$ cat src/codec_ctrl_pkg.sv
// Purpose: Shared constants for the codec control block and its host bridge.
// Assumes: One clock domain, core_clk at 250 MHz.
// Notes: Register addresses are 7-bit page-relative locations.
package codec_ctrl_pkg;
    localparam int ADDR_W = 7;
    localparam int DATA_W = 8;
    localparam logic [6:0] PAGE_CTRL_ADDR = 7'h00;
    localparam logic [6:0] HEADSET_DETECT_TYPE_ADDR = 7'h0D;
    localparam logic [6:0] OUTPUT_CONFIG_TYPE_ADDR = 7'h0E;
    localparam logic [6:0] DAC_POWER_CONTROL_ADDR = 7'h25;
    localparam logic [6:0] SHORT_PROTECT_CONFIG_ADDR = 7'h26;
    localparam logic [6:0] HP_DRIVER_POWER_ADDR = 7'h33;
    localparam logic [6:0] SHORT_CIRCUIT_STATUS_ADDR = 7'h5F;
    localparam logic [6:0] DETECT_STATUS_A_ADDR = 7'h60;
    localparam logic [6:0] DETECT_STATUS_B_ADDR = 7'h61;
    localparam logic [6:0] RECORD_PATH_CONFIG_ADDR = 7'h6B;
    localparam logic [6:0] PASSIVE_BYPASS_SWITCHES_ADDR = 7'h6C;
    localparam logic [6:0] DAC_CURRENT_SELECT_ADDR = 7'h6D;
    localparam logic [6:0] GPIO1_CTRL_ADDR = 7'h70;
    localparam logic [6:0] GPIO2_CTRL_ADDR = 7'h71;
    localparam logic [6:0] GPIO_LEVEL_ADDR = 7'h72;
    localparam logic [6:0] IRQ_STATUS_ADDR = 7'h73;
    localparam logic [6:0] COEF_FIRST_ADDR = 7'h01;
    localparam logic [6:0] COEF_LAST_ADDR = 7'h34;
    // Field positions.
    localparam int OUTCFG_AC_COUPLED_BIT = 0;
    localparam int DAC_LEFT_POWER_BIT = 7;
    localparam int DAC_RIGHT_POWER_BIT = 6;
    localparam int SHORT_DETECT_EN_BIT = 1;
    localparam int SHORT_AUTO_OFF_BIT = 2;
    localparam int RECORD_FILTER_EN_BIT = 3;
    localparam int DAC_CURRENT_LSB = 6;
    localparam int GPIO_MODE_LSB = 0;
    localparam int GPIO_OPT_BIT = 2;
    localparam int GPIO_MASK_LSB = 4;
    localparam int NUM_DRIVERS = 4;
    localparam int NUM_IRQ_SRC = 4;
    localparam int NUM_GPIO = 2;
    // Interrupt source order in masks and status.
    localparam int IRQ_JACK = 0;
    localparam int IRQ_BUTTON = 1;
    localparam int IRQ_SHORT = 2;
    localparam int IRQ_AGC_NOISE = 3;
    localparam logic [7:0] REG_RESET = 8'h00;
    localparam logic [1:0] DAC_CURRENT_RESET = 2'h0;
    // Interrupt pulse timing.
    localparam int IRQ_PULSE_NS = 8;
    localparam int CLK_PERIOD_NS = 4;
    localparam int IRQ_PULSE_CYCLES = (IRQ_PULSE_NS + CLK_PERIOD_NS - 1) / CLK_PERIOD_NS;
    localparam int IRQ_TRAIN_PERIOD_NS = 64;
    localparam int IRQ_TRAIN_CYCLES = IRQ_TRAIN_PERIOD_NS / CLK_PERIOD_NS;
    // Host bridge map.
    localparam logic [11:0] HOST_CMD_OFFSET = 12'h000;
    localparam logic [11:0] HOST_STATUS_OFFSET = 12'h004;
    localparam int CMD_WDATA_LSB = 8;
    localparam int CMD_WRITE_BIT = 7;
    localparam int STAT_BUSY_BIT = 0;
    localparam int STAT_REFUSED_BIT = 1;
    localparam int STAT_RDATA_LSB = 8;
    typedef enum logic [1:0] {GPIO_INPUT, GPIO_OUTPUT, GPIO_CLOCK, GPIO_IRQ} gpio_mode_t;
    typedef enum {HOST_IDLE, HOST_REQ} host_state_t;
endpackage : codec_ctrl_pkg

$ cat src/codec_link_if.sv
// Purpose: Register link between host bridge and codec control logic.
// Assumes: Both ends run on the same core_clk.
// Notes: Request holds until ack; ack is a one-cycle pulse.
`timescale 1ns/1ps
`default_nettype none
interface codec_link_if;
    logic req;
    logic wr;
    logic [6:0] addr;
    logic [7:0] wdata;
    logic [7:0] rdata;
    logic ack;
    modport device (input req, input wr, input addr, input wdata, output rdata, output ack);
    modport host (output req, output wr, output addr, output wdata, input rdata, input ack);
endinterface : codec_link_if
`default_nettype wire

$ cat src/codec_ctrl_device.sv
// Purpose: Codec control: short protection, headset type, GPIO, interrupts, record and bypass paths.
// Assumes: Analog and pin inputs are asynchronous and are synchronised here.
// Notes: Page 0 holds control, page 1 holds filter coefficients.
// Contract
// - Shorted driver is current-clamped, enters protection.
// - Protection state readable at location 95.
// - Auto option powers down shorted drivers.
// - Auto-off driver stays off until power cycled.
// - Headset type readable at location 13.
// - AC-coupled mode cannot tell mono from stereo.
// - Host enables detect and auto-off via 38.
// - GPIO input level readable by register.
// - GPIO output drives programmed level.
// - GPIO may output clock or interrupt.
// - Interrupt sources routed alone or ORed.
// - Combined interrupts keep readable status register.
// - Interrupt is single pulse or pulse train.
// - Record-only reuses playback filter coefficients.
// - Host powers both DACs down first.
// - Host then sets record filter enable bit.
// - Filtered record path only while DACs off.
// - DAC current field resets lowest.
// - Bypass via 108 opens normal switches.
// - D0, D2 feed left positive output.
// - D1, D3 feed left negative output.
// - D4-D7 feed right outputs likewise.
// - Host avoids two switches per output.
//
// The APB interface to the registers was chosen for this implementation.
`timescale 1ns/1ps
`default_nettype none
module codec_ctrl_device
    import codec_ctrl_pkg::*;
(
    input wire logic core_clk,
    input wire logic rst,
    codec_link_if.device link,
    input wire logic [3:0] short_det,
    input wire logic [1:0] headset_type_in,
    input wire logic jack_in,
    input wire logic button_in,
    input wire logic agc_noise_in,
    input wire logic [1:0] int_clk,
    input wire logic [1:0] gpio_in,
    output logic [1:0] gpio_out,
    output logic [1:0] gpio_oe,
    output logic [3:0] current_limit,
    output logic [3:0] hp_driver_en,
    output logic dac_left_power,
    output logic dac_right_power,
    output logic [1:0] dac_current,
    output logic record_filter_reroute_switch,
    output logic left_pos_normal_switch,
    output logic left_pos_in1_pass_switch,
    output logic left_pos_in2_pass_switch,
    output logic left_neg_normal_switch,
    output logic left_neg_in1_pass_switch,
    output logic left_neg_in2_pass_switch,
    output logic right_pos_normal_switch,
    output logic right_pos_in1_pass_switch,
    output logic right_pos_in2_pass_switch,
    output logic right_neg_normal_switch,
    output logic right_neg_in1_pass_switch,
    output logic right_neg_in2_pass_switch
);
    localparam int SYNC_W = 11;
    logic [SYNC_W-1:0] async_in;
    logic [SYNC_W-1:0] sync_a;
    logic [SYNC_W-1:0] sync_b;
    logic [3:0] short_s;
    logic [1:0] headset_s;
    logic jack_s;
    logic button_s;
    logic agc_s;
    logic [1:0] gpio_s;
    logic page;
    logic [7:0] regs [0:255];
    logic take;
    logic [7:0] widx;
    logic writable;
    logic [7:0] next_rdata;
    logic irq_status_read;
    logic [3:0] live_short;
    logic [3:0] shut;
    logic [3:0] hp_power;
    logic [3:0] src;
    logic [3:0] src_q;
    logic [3:0] rise;
    logic [3:0] irq_status;
    logic [7:0] bypass;

    assign async_in = {gpio_in, agc_noise_in, button_in, jack_in, headset_type_in, short_det};
    always_ff @(posedge core_clk) begin
        if (rst) begin
            sync_a <= '0;
            sync_b <= '0;
        end else begin
            sync_a <= async_in;
            sync_b <= sync_a;
        end
    end
    assign short_s = sync_b[3:0];
    assign headset_s = sync_b[5:4];
    assign jack_s = sync_b[6];
    assign button_s = sync_b[7];
    assign agc_s = sync_b[8];
    assign gpio_s = sync_b[10:9];

    // Register access: taken when req is high and no ack is pending, answered one cycle later.
    assign take = link.req && !link.ack;
    assign widx = {page, link.addr};
    always_comb begin
        if (page) begin
            writable = (link.addr >= COEF_FIRST_ADDR) && (link.addr <= COEF_LAST_ADDR);
        end else begin
            case (link.addr)
                PAGE_CTRL_ADDR, SHORT_CIRCUIT_STATUS_ADDR, DETECT_STATUS_A_ADDR,
                DETECT_STATUS_B_ADDR, GPIO_LEVEL_ADDR, IRQ_STATUS_ADDR: writable = 1'b0;
                default: writable = 1'b1;
            endcase
        end
    end

    always_ff @(posedge core_clk) begin
        if (rst) begin
            for (int i = 0; i < 256; i++) begin
                regs[i] <= REG_RESET;
            end
        end else if (take && link.wr && writable) begin
            regs[widx] <= link.wdata;
        end
    end

    always_ff @(posedge core_clk) begin
        if (rst) begin
            page <= 1'b0;
        end else if (take && link.wr && link.addr == PAGE_CTRL_ADDR) begin
            page <= link.wdata[0];
        end
    end

    always_comb begin
        next_rdata = 8'h00;
        if (link.addr == PAGE_CTRL_ADDR) begin
            next_rdata = {7'h00, page};
        end else if (page) begin
            if (writable) begin
                next_rdata = regs[widx];
            end
        end else begin
            case (link.addr)
                // Mono and stereo codes are unreliable while AC-coupled, so bit 2 flags that.
                HEADSET_DETECT_TYPE_ADDR: next_rdata = {regs[widx][7:3],
                    regs[{1'b0, OUTPUT_CONFIG_TYPE_ADDR}][OUTCFG_AC_COUPLED_BIT], headset_s};
                SHORT_CIRCUIT_STATUS_ADDR: next_rdata = {4'h0, live_short | shut};
                DETECT_STATUS_A_ADDR: next_rdata = {6'h00, button_s, jack_s};
                DETECT_STATUS_B_ADDR: next_rdata = {7'h00, agc_s};
                GPIO_LEVEL_ADDR: next_rdata = {6'h00, gpio_s};
                IRQ_STATUS_ADDR: next_rdata = {4'h0, irq_status};
                default: next_rdata = regs[widx];
            endcase
        end
    end

    always_ff @(posedge core_clk) begin
        if (rst) begin
            link.ack <= 1'b0;
            link.rdata <= 8'h00;
        end else begin
            link.ack <= take;
            if (take && !link.wr) begin
                link.rdata <= next_rdata;
            end
        end
    end

    // Short-circuit protection. Clamping is always on; the config only governs shutdown.
    assign hp_power = regs[{1'b0, HP_DRIVER_POWER_ADDR}][NUM_DRIVERS-1:0];
    assign live_short = short_s & hp_power;
    assign current_limit = live_short;
    always_ff @(posedge core_clk) begin
        if (rst) begin
            shut <= '0;
        end else begin
            // A power-down clears the latch and masks the short; a driver is released only by power-down then up.
            shut <= (shut & hp_power) | (live_short & {NUM_DRIVERS{
                regs[{1'b0, SHORT_PROTECT_CONFIG_ADDR}][SHORT_DETECT_EN_BIT] &&
                regs[{1'b0, SHORT_PROTECT_CONFIG_ADDR}][SHORT_AUTO_OFF_BIT]}});
        end
    end
    assign hp_driver_en = hp_power & ~shut;

    // Interrupt causes latch on rising edges; reading the status clears them.
    assign src[IRQ_JACK] = jack_s;
    assign src[IRQ_BUTTON] = button_s;
    assign src[IRQ_SHORT] = |live_short;
    assign src[IRQ_AGC_NOISE] = agc_s;
    assign irq_status_read = take && !link.wr && !page && link.addr == IRQ_STATUS_ADDR;
    assign rise = src & ~src_q;
    always_ff @(posedge core_clk) begin
        if (rst) begin
            src_q <= '0;
            irq_status <= '0;
        end else begin
            src_q <= src;
            irq_status <= (irq_status & {NUM_IRQ_SRC{!irq_status_read}}) | rise;
        end
    end

    for (genvar g = 0; g < NUM_GPIO; g++) begin : gen_gpio
        logic [7:0] cfg;
        gpio_mode_t mode;
        logic [3:0] mask;
        logic [7:0] cnt;
        logic irq_level;
        logic next_out;
        assign cfg = regs[{1'b0, GPIO1_CTRL_ADDR + 7'(g)}];
        assign mode = gpio_mode_t'(cfg[GPIO_MODE_LSB +: 2]);
        assign mask = cfg[GPIO_MASK_LSB +: NUM_IRQ_SRC];
        always_ff @(posedge core_clk) begin
            if (rst) begin
                cnt <= 8'h00;
            end else if (mode != GPIO_IRQ) begin
                cnt <= 8'h00;
            end else if (cfg[GPIO_OPT_BIT]) begin
                // Pulse train repeats while any routed cause stays latched.
                if ((irq_status & mask) == 4'h0) begin
                    cnt <= 8'h00;
                end else if (cnt == 8'h00) begin
                    cnt <= 8'(IRQ_TRAIN_CYCLES);
                end else begin
                    cnt <= cnt - 8'h01;
                end
            end else if ((rise & mask) != 4'h0) begin
                cnt <= 8'(IRQ_PULSE_CYCLES);
            end else if (cnt != 8'h00) begin
                cnt <= cnt - 8'h01;
            end
        end
        assign irq_level = cfg[GPIO_OPT_BIT] ? (cnt > 8'(IRQ_TRAIN_CYCLES - IRQ_PULSE_CYCLES)) : (cnt != 8'h00);
        always_comb begin
            case (mode)
                GPIO_OUTPUT: next_out = cfg[GPIO_OPT_BIT];
                GPIO_CLOCK: next_out = int_clk[cfg[GPIO_OPT_BIT]];
                GPIO_IRQ: next_out = irq_level;
                default: next_out = 1'b0;
            endcase
        end
        always_ff @(posedge core_clk) begin
            if (rst) begin
                gpio_out[g] <= 1'b0;
                gpio_oe[g] <= 1'b0;
            end else begin
                gpio_out[g] <= next_out;
                gpio_oe[g] <= mode != GPIO_INPUT;
            end
        end
    end

    // Record path and DAC controls.
    assign dac_left_power = regs[{1'b0, DAC_POWER_CONTROL_ADDR}][DAC_LEFT_POWER_BIT];
    assign dac_right_power = regs[{1'b0, DAC_POWER_CONTROL_ADDR}][DAC_RIGHT_POWER_BIT];
    assign record_filter_reroute_switch = regs[{1'b0, RECORD_PATH_CONFIG_ADDR}][RECORD_FILTER_EN_BIT]
        && !dac_left_power && !dac_right_power;
    assign dac_current = regs[{1'b0, DAC_CURRENT_SELECT_ADDR}][DAC_CURRENT_LSB +: 2];

    // Passive bypass; a closed pass switch opens the normal switch of its output.
    assign bypass = regs[{1'b0, PASSIVE_BYPASS_SWITCHES_ADDR}];
    assign left_pos_in1_pass_switch = bypass[0];
    assign left_pos_in2_pass_switch = bypass[2];
    assign left_pos_normal_switch = !(bypass[0] || bypass[2]);
    assign left_neg_in1_pass_switch = bypass[1];
    assign left_neg_in2_pass_switch = bypass[3];
    assign left_neg_normal_switch = !(bypass[1] || bypass[3]);
    assign right_pos_in1_pass_switch = bypass[4];
    assign right_pos_in2_pass_switch = bypass[6];
    assign right_pos_normal_switch = !(bypass[4] || bypass[6]);
    assign right_neg_in1_pass_switch = bypass[5];
    assign right_neg_in2_pass_switch = bypass[7];
    assign right_neg_normal_switch = !(bypass[5] || bypass[7]);
endmodule : codec_ctrl_device
`default_nettype wire

$ cat src/flat_wrapper.sv
// flat-port wrapper written by rule: the top's interface ports become plain ports
module codec_ctrl_device_flat import codec_ctrl_pkg::*;
  (core_clk, rst, short_det, headset_type_in, jack_in, button_in, agc_noise_in, int_clk, gpio_in, gpio_out, gpio_oe, current_limit, hp_driver_en, dac_left_power, dac_right_power, dac_current, record_filter_reroute_switch, left_pos_normal_switch, left_pos_in1_pass_switch, left_pos_in2_pass_switch, left_neg_normal_switch, left_neg_in1_pass_switch, left_neg_in2_pass_switch, right_pos_normal_switch, right_pos_in1_pass_switch, right_pos_in2_pass_switch, right_neg_normal_switch, right_neg_in1_pass_switch, right_neg_in2_pass_switch, link_req, link_wr, link_addr, link_wdata, link_rdata, link_ack);
  codec_link_if link_i ();
  input wire logic core_clk;
  input wire logic rst;
  input wire logic [3:0] short_det;
  input wire logic [1:0] headset_type_in;
  input wire logic jack_in;
  input wire logic button_in;
  input wire logic agc_noise_in;
  input wire logic [1:0] int_clk;
  input wire logic [1:0] gpio_in;
  output logic [1:0] gpio_out;
  output logic [1:0] gpio_oe;
  output logic [3:0] current_limit;
  output logic [3:0] hp_driver_en;
  output logic dac_left_power;
  output logic dac_right_power;
  output logic [1:0] dac_current;
  output logic record_filter_reroute_switch;
  output logic left_pos_normal_switch;
  output logic left_pos_in1_pass_switch;
  output logic left_pos_in2_pass_switch;
  output logic left_neg_normal_switch;
  output logic left_neg_in1_pass_switch;
  output logic left_neg_in2_pass_switch;
  output logic right_pos_normal_switch;
  output logic right_pos_in1_pass_switch;
  output logic right_pos_in2_pass_switch;
  output logic right_neg_normal_switch;
  output logic right_neg_in1_pass_switch;
  output logic right_neg_in2_pass_switch;
  input wire logic [$bits(link_i.req)-1:0] link_req;
  input wire logic [$bits(link_i.wr)-1:0] link_wr;
  input wire logic [$bits(link_i.addr)-1:0] link_addr;
  input wire logic [$bits(link_i.wdata)-1:0] link_wdata;
  output wire logic [$bits(link_i.rdata)-1:0] link_rdata;
  output wire logic [$bits(link_i.ack)-1:0] link_ack;
  assign link_i.req = link_req;
  assign link_i.wr = link_wr;
  assign link_i.addr = link_addr;
  assign link_i.wdata = link_wdata;
  assign link_rdata = link_i.rdata;
  assign link_ack = link_i.ack;
  codec_ctrl_device u_core (.core_clk(core_clk), .rst(rst), .link(link_i), .short_det(short_det), .headset_type_in(headset_type_in), .jack_in(jack_in), .button_in(button_in), .agc_noise_in(agc_noise_in), .int_clk(int_clk), .gpio_in(gpio_in), .gpio_out(gpio_out), .gpio_oe(gpio_oe), .current_limit(current_limit), .hp_driver_en(hp_driver_en), .dac_left_power(dac_left_power), .dac_right_power(dac_right_power), .dac_current(dac_current), .record_filter_reroute_switch(record_filter_reroute_switch), .left_pos_normal_switch(left_pos_normal_switch), .left_pos_in1_pass_switch(left_pos_in1_pass_switch), .left_pos_in2_pass_switch(left_pos_in2_pass_switch), .left_neg_normal_switch(left_neg_normal_switch), .left_neg_in1_pass_switch(left_neg_in1_pass_switch), .left_neg_in2_pass_switch(left_neg_in2_pass_switch), .right_pos_normal_switch(right_pos_normal_switch), .right_pos_in1_pass_switch(right_pos_in1_pass_switch), .right_pos_in2_pass_switch(right_pos_in2_pass_switch), .right_neg_normal_switch(right_neg_normal_switch), .right_neg_in1_pass_switch(right_neg_in1_pass_switch), .right_neg_in2_pass_switch(right_neg_in2_pass_switch));
endmodule
$ cat config.mk
export PLATFORM = sky130hd
export DESIGN_NAME = codec_ctrl_device_flat
export DESIGN_NICKNAME = d
export VERILOG_FILES = /design/src/codec_ctrl_pkg.sv /design/src/codec_link_if.sv /design/src/codec_ctrl_device.sv /design/src/flat_wrapper.sv
export SDC_FILE = /design/constraint.sdc
export NUM_CORES = 2
export LEC_CHECK = 0
export BUFFER_PORTS_ARGS = -buffer_cell sky130_fd_sc_hd__buf_2
export CORE_UTILIZATION = 65
export CTS_CLUSTER_DIAMETER = 100
export CTS_CLUSTER_SIZE = 20
export DETAILED_ROUTE_END_ITERATION = 10
export PLACE_DENSITY = 0.82
export SYNTH_ARGS = -nofsm -noshare
export SYNTH_HDL_FRONTEND = slang
export SYNTH_SLANG_ARGS = --single-unit
$ cat constraint.sdc
create_clock -name core_clk -period 3.89 [get_ports core_clk]
set_input_delay 0.389 -clock core_clk [delete_from_list [all_inputs] [get_ports core_clk]]
set_output_delay 0.389 -clock core_clk [all_outputs]
set_load 0.005 [all_outputs]
==> metrics <==
IO Pins=70; main area contributors after synthesis=edfxtp_1 (67%), mux4_2 (11%), nor2_1 (6.3%), mux2i_1 (1.8%), a21o_1 (1.5%); most frequent cells in the layout=edfxtp_1 (1,920), nor2_1 (1,442), conb_1 (528), mux4_2 (413), buf_4 (360); crit path DAT=4510 ps; number of synthesized flops with an enable pin=1,920; WL/cell=37.2 µm; Die ar.=0.133 mm²; Critical Path RT=4610 ps; Crit. End Element=flop; gr ovfl total=0; clock slew at reported path FFs=90 ps; RSZ-0062 raised after global routing=false; Core ar.=0.130 mm²; total CTS buffers=109; Crit Path Class=flop to flop; CTS root buffer=clkbuf_16; CP most frequent cell=nand3_1; Chip Height=365 µm; GRT Resource Usage Total=45.7%; drt total wl=302,000 µm; syn avg cell area=14.9 µm²; min-delay src=rst; DR pass1 iterations=9; worst min path class=input port to flop; Finished Cell Area=0.0948 mm²; Relative slew margins=14.3%; fin crit period=3790 ps; Setup Skew=34.0 ps; synth warn=0; status=finished, final reports clean; Starting Density=65.8%; post-synthesis sequential area ratio=68.8%; f_max=264 MHz; Clock Latency Late Sink=790 ps; CP max stage delay=1200 ps; H-tree depth=3; Vias/cell=7.01; Tcrit/Tclk final=97.4%; Rows=132; most common cell after layout, fill and taps aside=edfxtp_1; post-placement cell area=0.0917 mm²; crit-path max FO=11; die width=365 µm; vias in the first global route=53,200; final setup TNS=0 ps; Peak VDD IR=0.000418 V; share of layout cells above drive strength 1=17.2%; worst-path cell chain=buf_4, nand2_1, a2111oi_1, nand3_1, nand4_1, a2111oi_2, nand3_1, o21a_1; Slew Limit Fails=0; power per cell area=429 mW/mm²; DRC violations left=0; number of distinct library cells after synthesis=85; share of the synthesized area in the top cell type=67.3%; Final nets=6,350; post-synthesis sequential element count=1,984; initial antenna violation count=35; crit path from=u_core.page$_SDFFE_PP0P_; largest net degree at the start of global routing=211; PortBufs=69; synth-to-layout area growth=10.7%; Final Setup Violations=0; initial DRC count=11,700; Setup crit start kind=flop; worst slew pin tran=1280 ps; area leader, netlist=edfxtp_1; via count=57,000; total power=40.7 mW; final hold vios=0; cts repair resizes=0; Max Cap Viol=0; slowest stage cell, crit path=a2111oi_1; mapped cell area=0.0857 mm²; Leak=33.5 nW; clk buf depth=3; FF-to-FF Start=u_core.page$_SDFFE_PP0P_; Detail Route Antenna Nets=0; first-pass GRT wire length=410,000 µm; Post-Syn Instances=5,758; CTS tree=done; final HPWL from detailed placement=211,000 µm; Post-synth ARST share=0%; total clock sinks=1,984; Synth Flop Type=edfxtp_1; RePlAce Congestion=1.10
-- worst max-delay path: cells and delay by family (launching register included) --
kind | cells | cell delay, ps
AO/OA/AOI/OAI | 3 | 1500
buffers and inverters | 1 | 300
flip-flops | 1 | 660
AND/OR/NAND/NOR | 4 | 1260
-- layer usage --
layer / track usage [%] / vias up / part of all wire [%]
met3: 19.5 / 1185 / 18
met5: 0 / - / 0.17
met4: 28.3 / 52 / 8.2
met2: 63.7 / 5772 / 42
li1: - / 22000 / -
met1: 59.7 / 28000 / 32
-- worst paths after layout --
path                                        to  slack, ps  cells after the start
min reg2reg        u_core.sync_b[8]$_SDFF_PP0_        460                      1
min          u_core.regs[206][6]$_SDFFCE_PN0P_         60                      1
max          u_core.link.rdata[7]$_SDFFE_PP0P_        100                      8
max reg2reg  u_core.link.rdata[7]$_SDFFE_PP0P_        100                      8
-- synthesized netlist by cell type (17+ instances only) --
master       n
nand2_1    237
a21oi_1     61
nand4_1     17
nand3_1     70
a22o_1      21
inv_1       17
mux4_2     413
edfxtp_1  1920
a31oi_1     22
dfxtp_1     64
and2_1      45
nor3_1      33
a21o_1     171
buf_2      210
o22ai_1     40
nor2b_1     43
nor2_1    1444
o21ai_0     30
a22oi_1    117
buf_4       42
mux2i_1    152
clkbuf_1   292
buf_6       31
-- report_power, final --
| part | total, mW | switching, mW | internal [mW] |
|---|---|---|---|
| registers | 24.7 | 0.346 | 24.4 |
| clock network | 12.0 | 6.80 | 5.23 |
| logic | 3.98 | 2.66 | 1.32 |
| total | 40.7 | 9.80 | 30.9 |
-- state kept, by name, indices dropped and copies added (netlist names) --
signal / cells
u_core.regs: 1920
u_core.gen_gpio.cnt: 16
u_core.sync_a: 11
u_core.sync_b: 11
u_core.link.rdata: 8
u_core.irq_status: 4
u_core.shut: 4
u_core.src_q: 4
u_core.gpio_oe: 2
u_core.gpio_out: 2
u_core.link.ack: 1
u_core.page: 1
-- kinds of logic after synthesis --
kind of cell    after synthesis  share of synthesized area, %
simple gates               2002                          9.69
flops                      1984                          68.8
buf+inv                     618                          3.62
mux                         580                          13.0
compound gates              556                          4.69
xor+xnor                     13                         0.133
fa+ha+maj                     4                        0.0584
other cells                   1                       0.00438
-- through the flow --
step	instances	hold WS, ps	utilization [%]	worst slack (ps)
3_5_place_dp	7934	438	70.4	-12.1
6_report	8126	59.5	72.9	101
3_3_place_gp	7934	428	70.4	-104
2_1_floorplan	6285	414	-	1230
5_1_grt	8117	39.5	72.9	448
4_1_cts	8116	32.1	72.9	491
-- area by class of cell --
class,instances,area [µm²]
inverters,18,67.6
fillers,8114,35300
diodes,10,25.0
flip-flops and latches,1984,58900
repair buffers,518,4770
clock inverters,9,125
clock buffers,162,2930
multi-input cells,3683,25800
well taps,1742,2180
-- timing repair --
item,4_1_cts,5_1_grt
hold endpoints to repair,11,0
hold buffers,11,0
setup buffers,0,0
No activity file was read; power rests on OpenSTA's default activity.
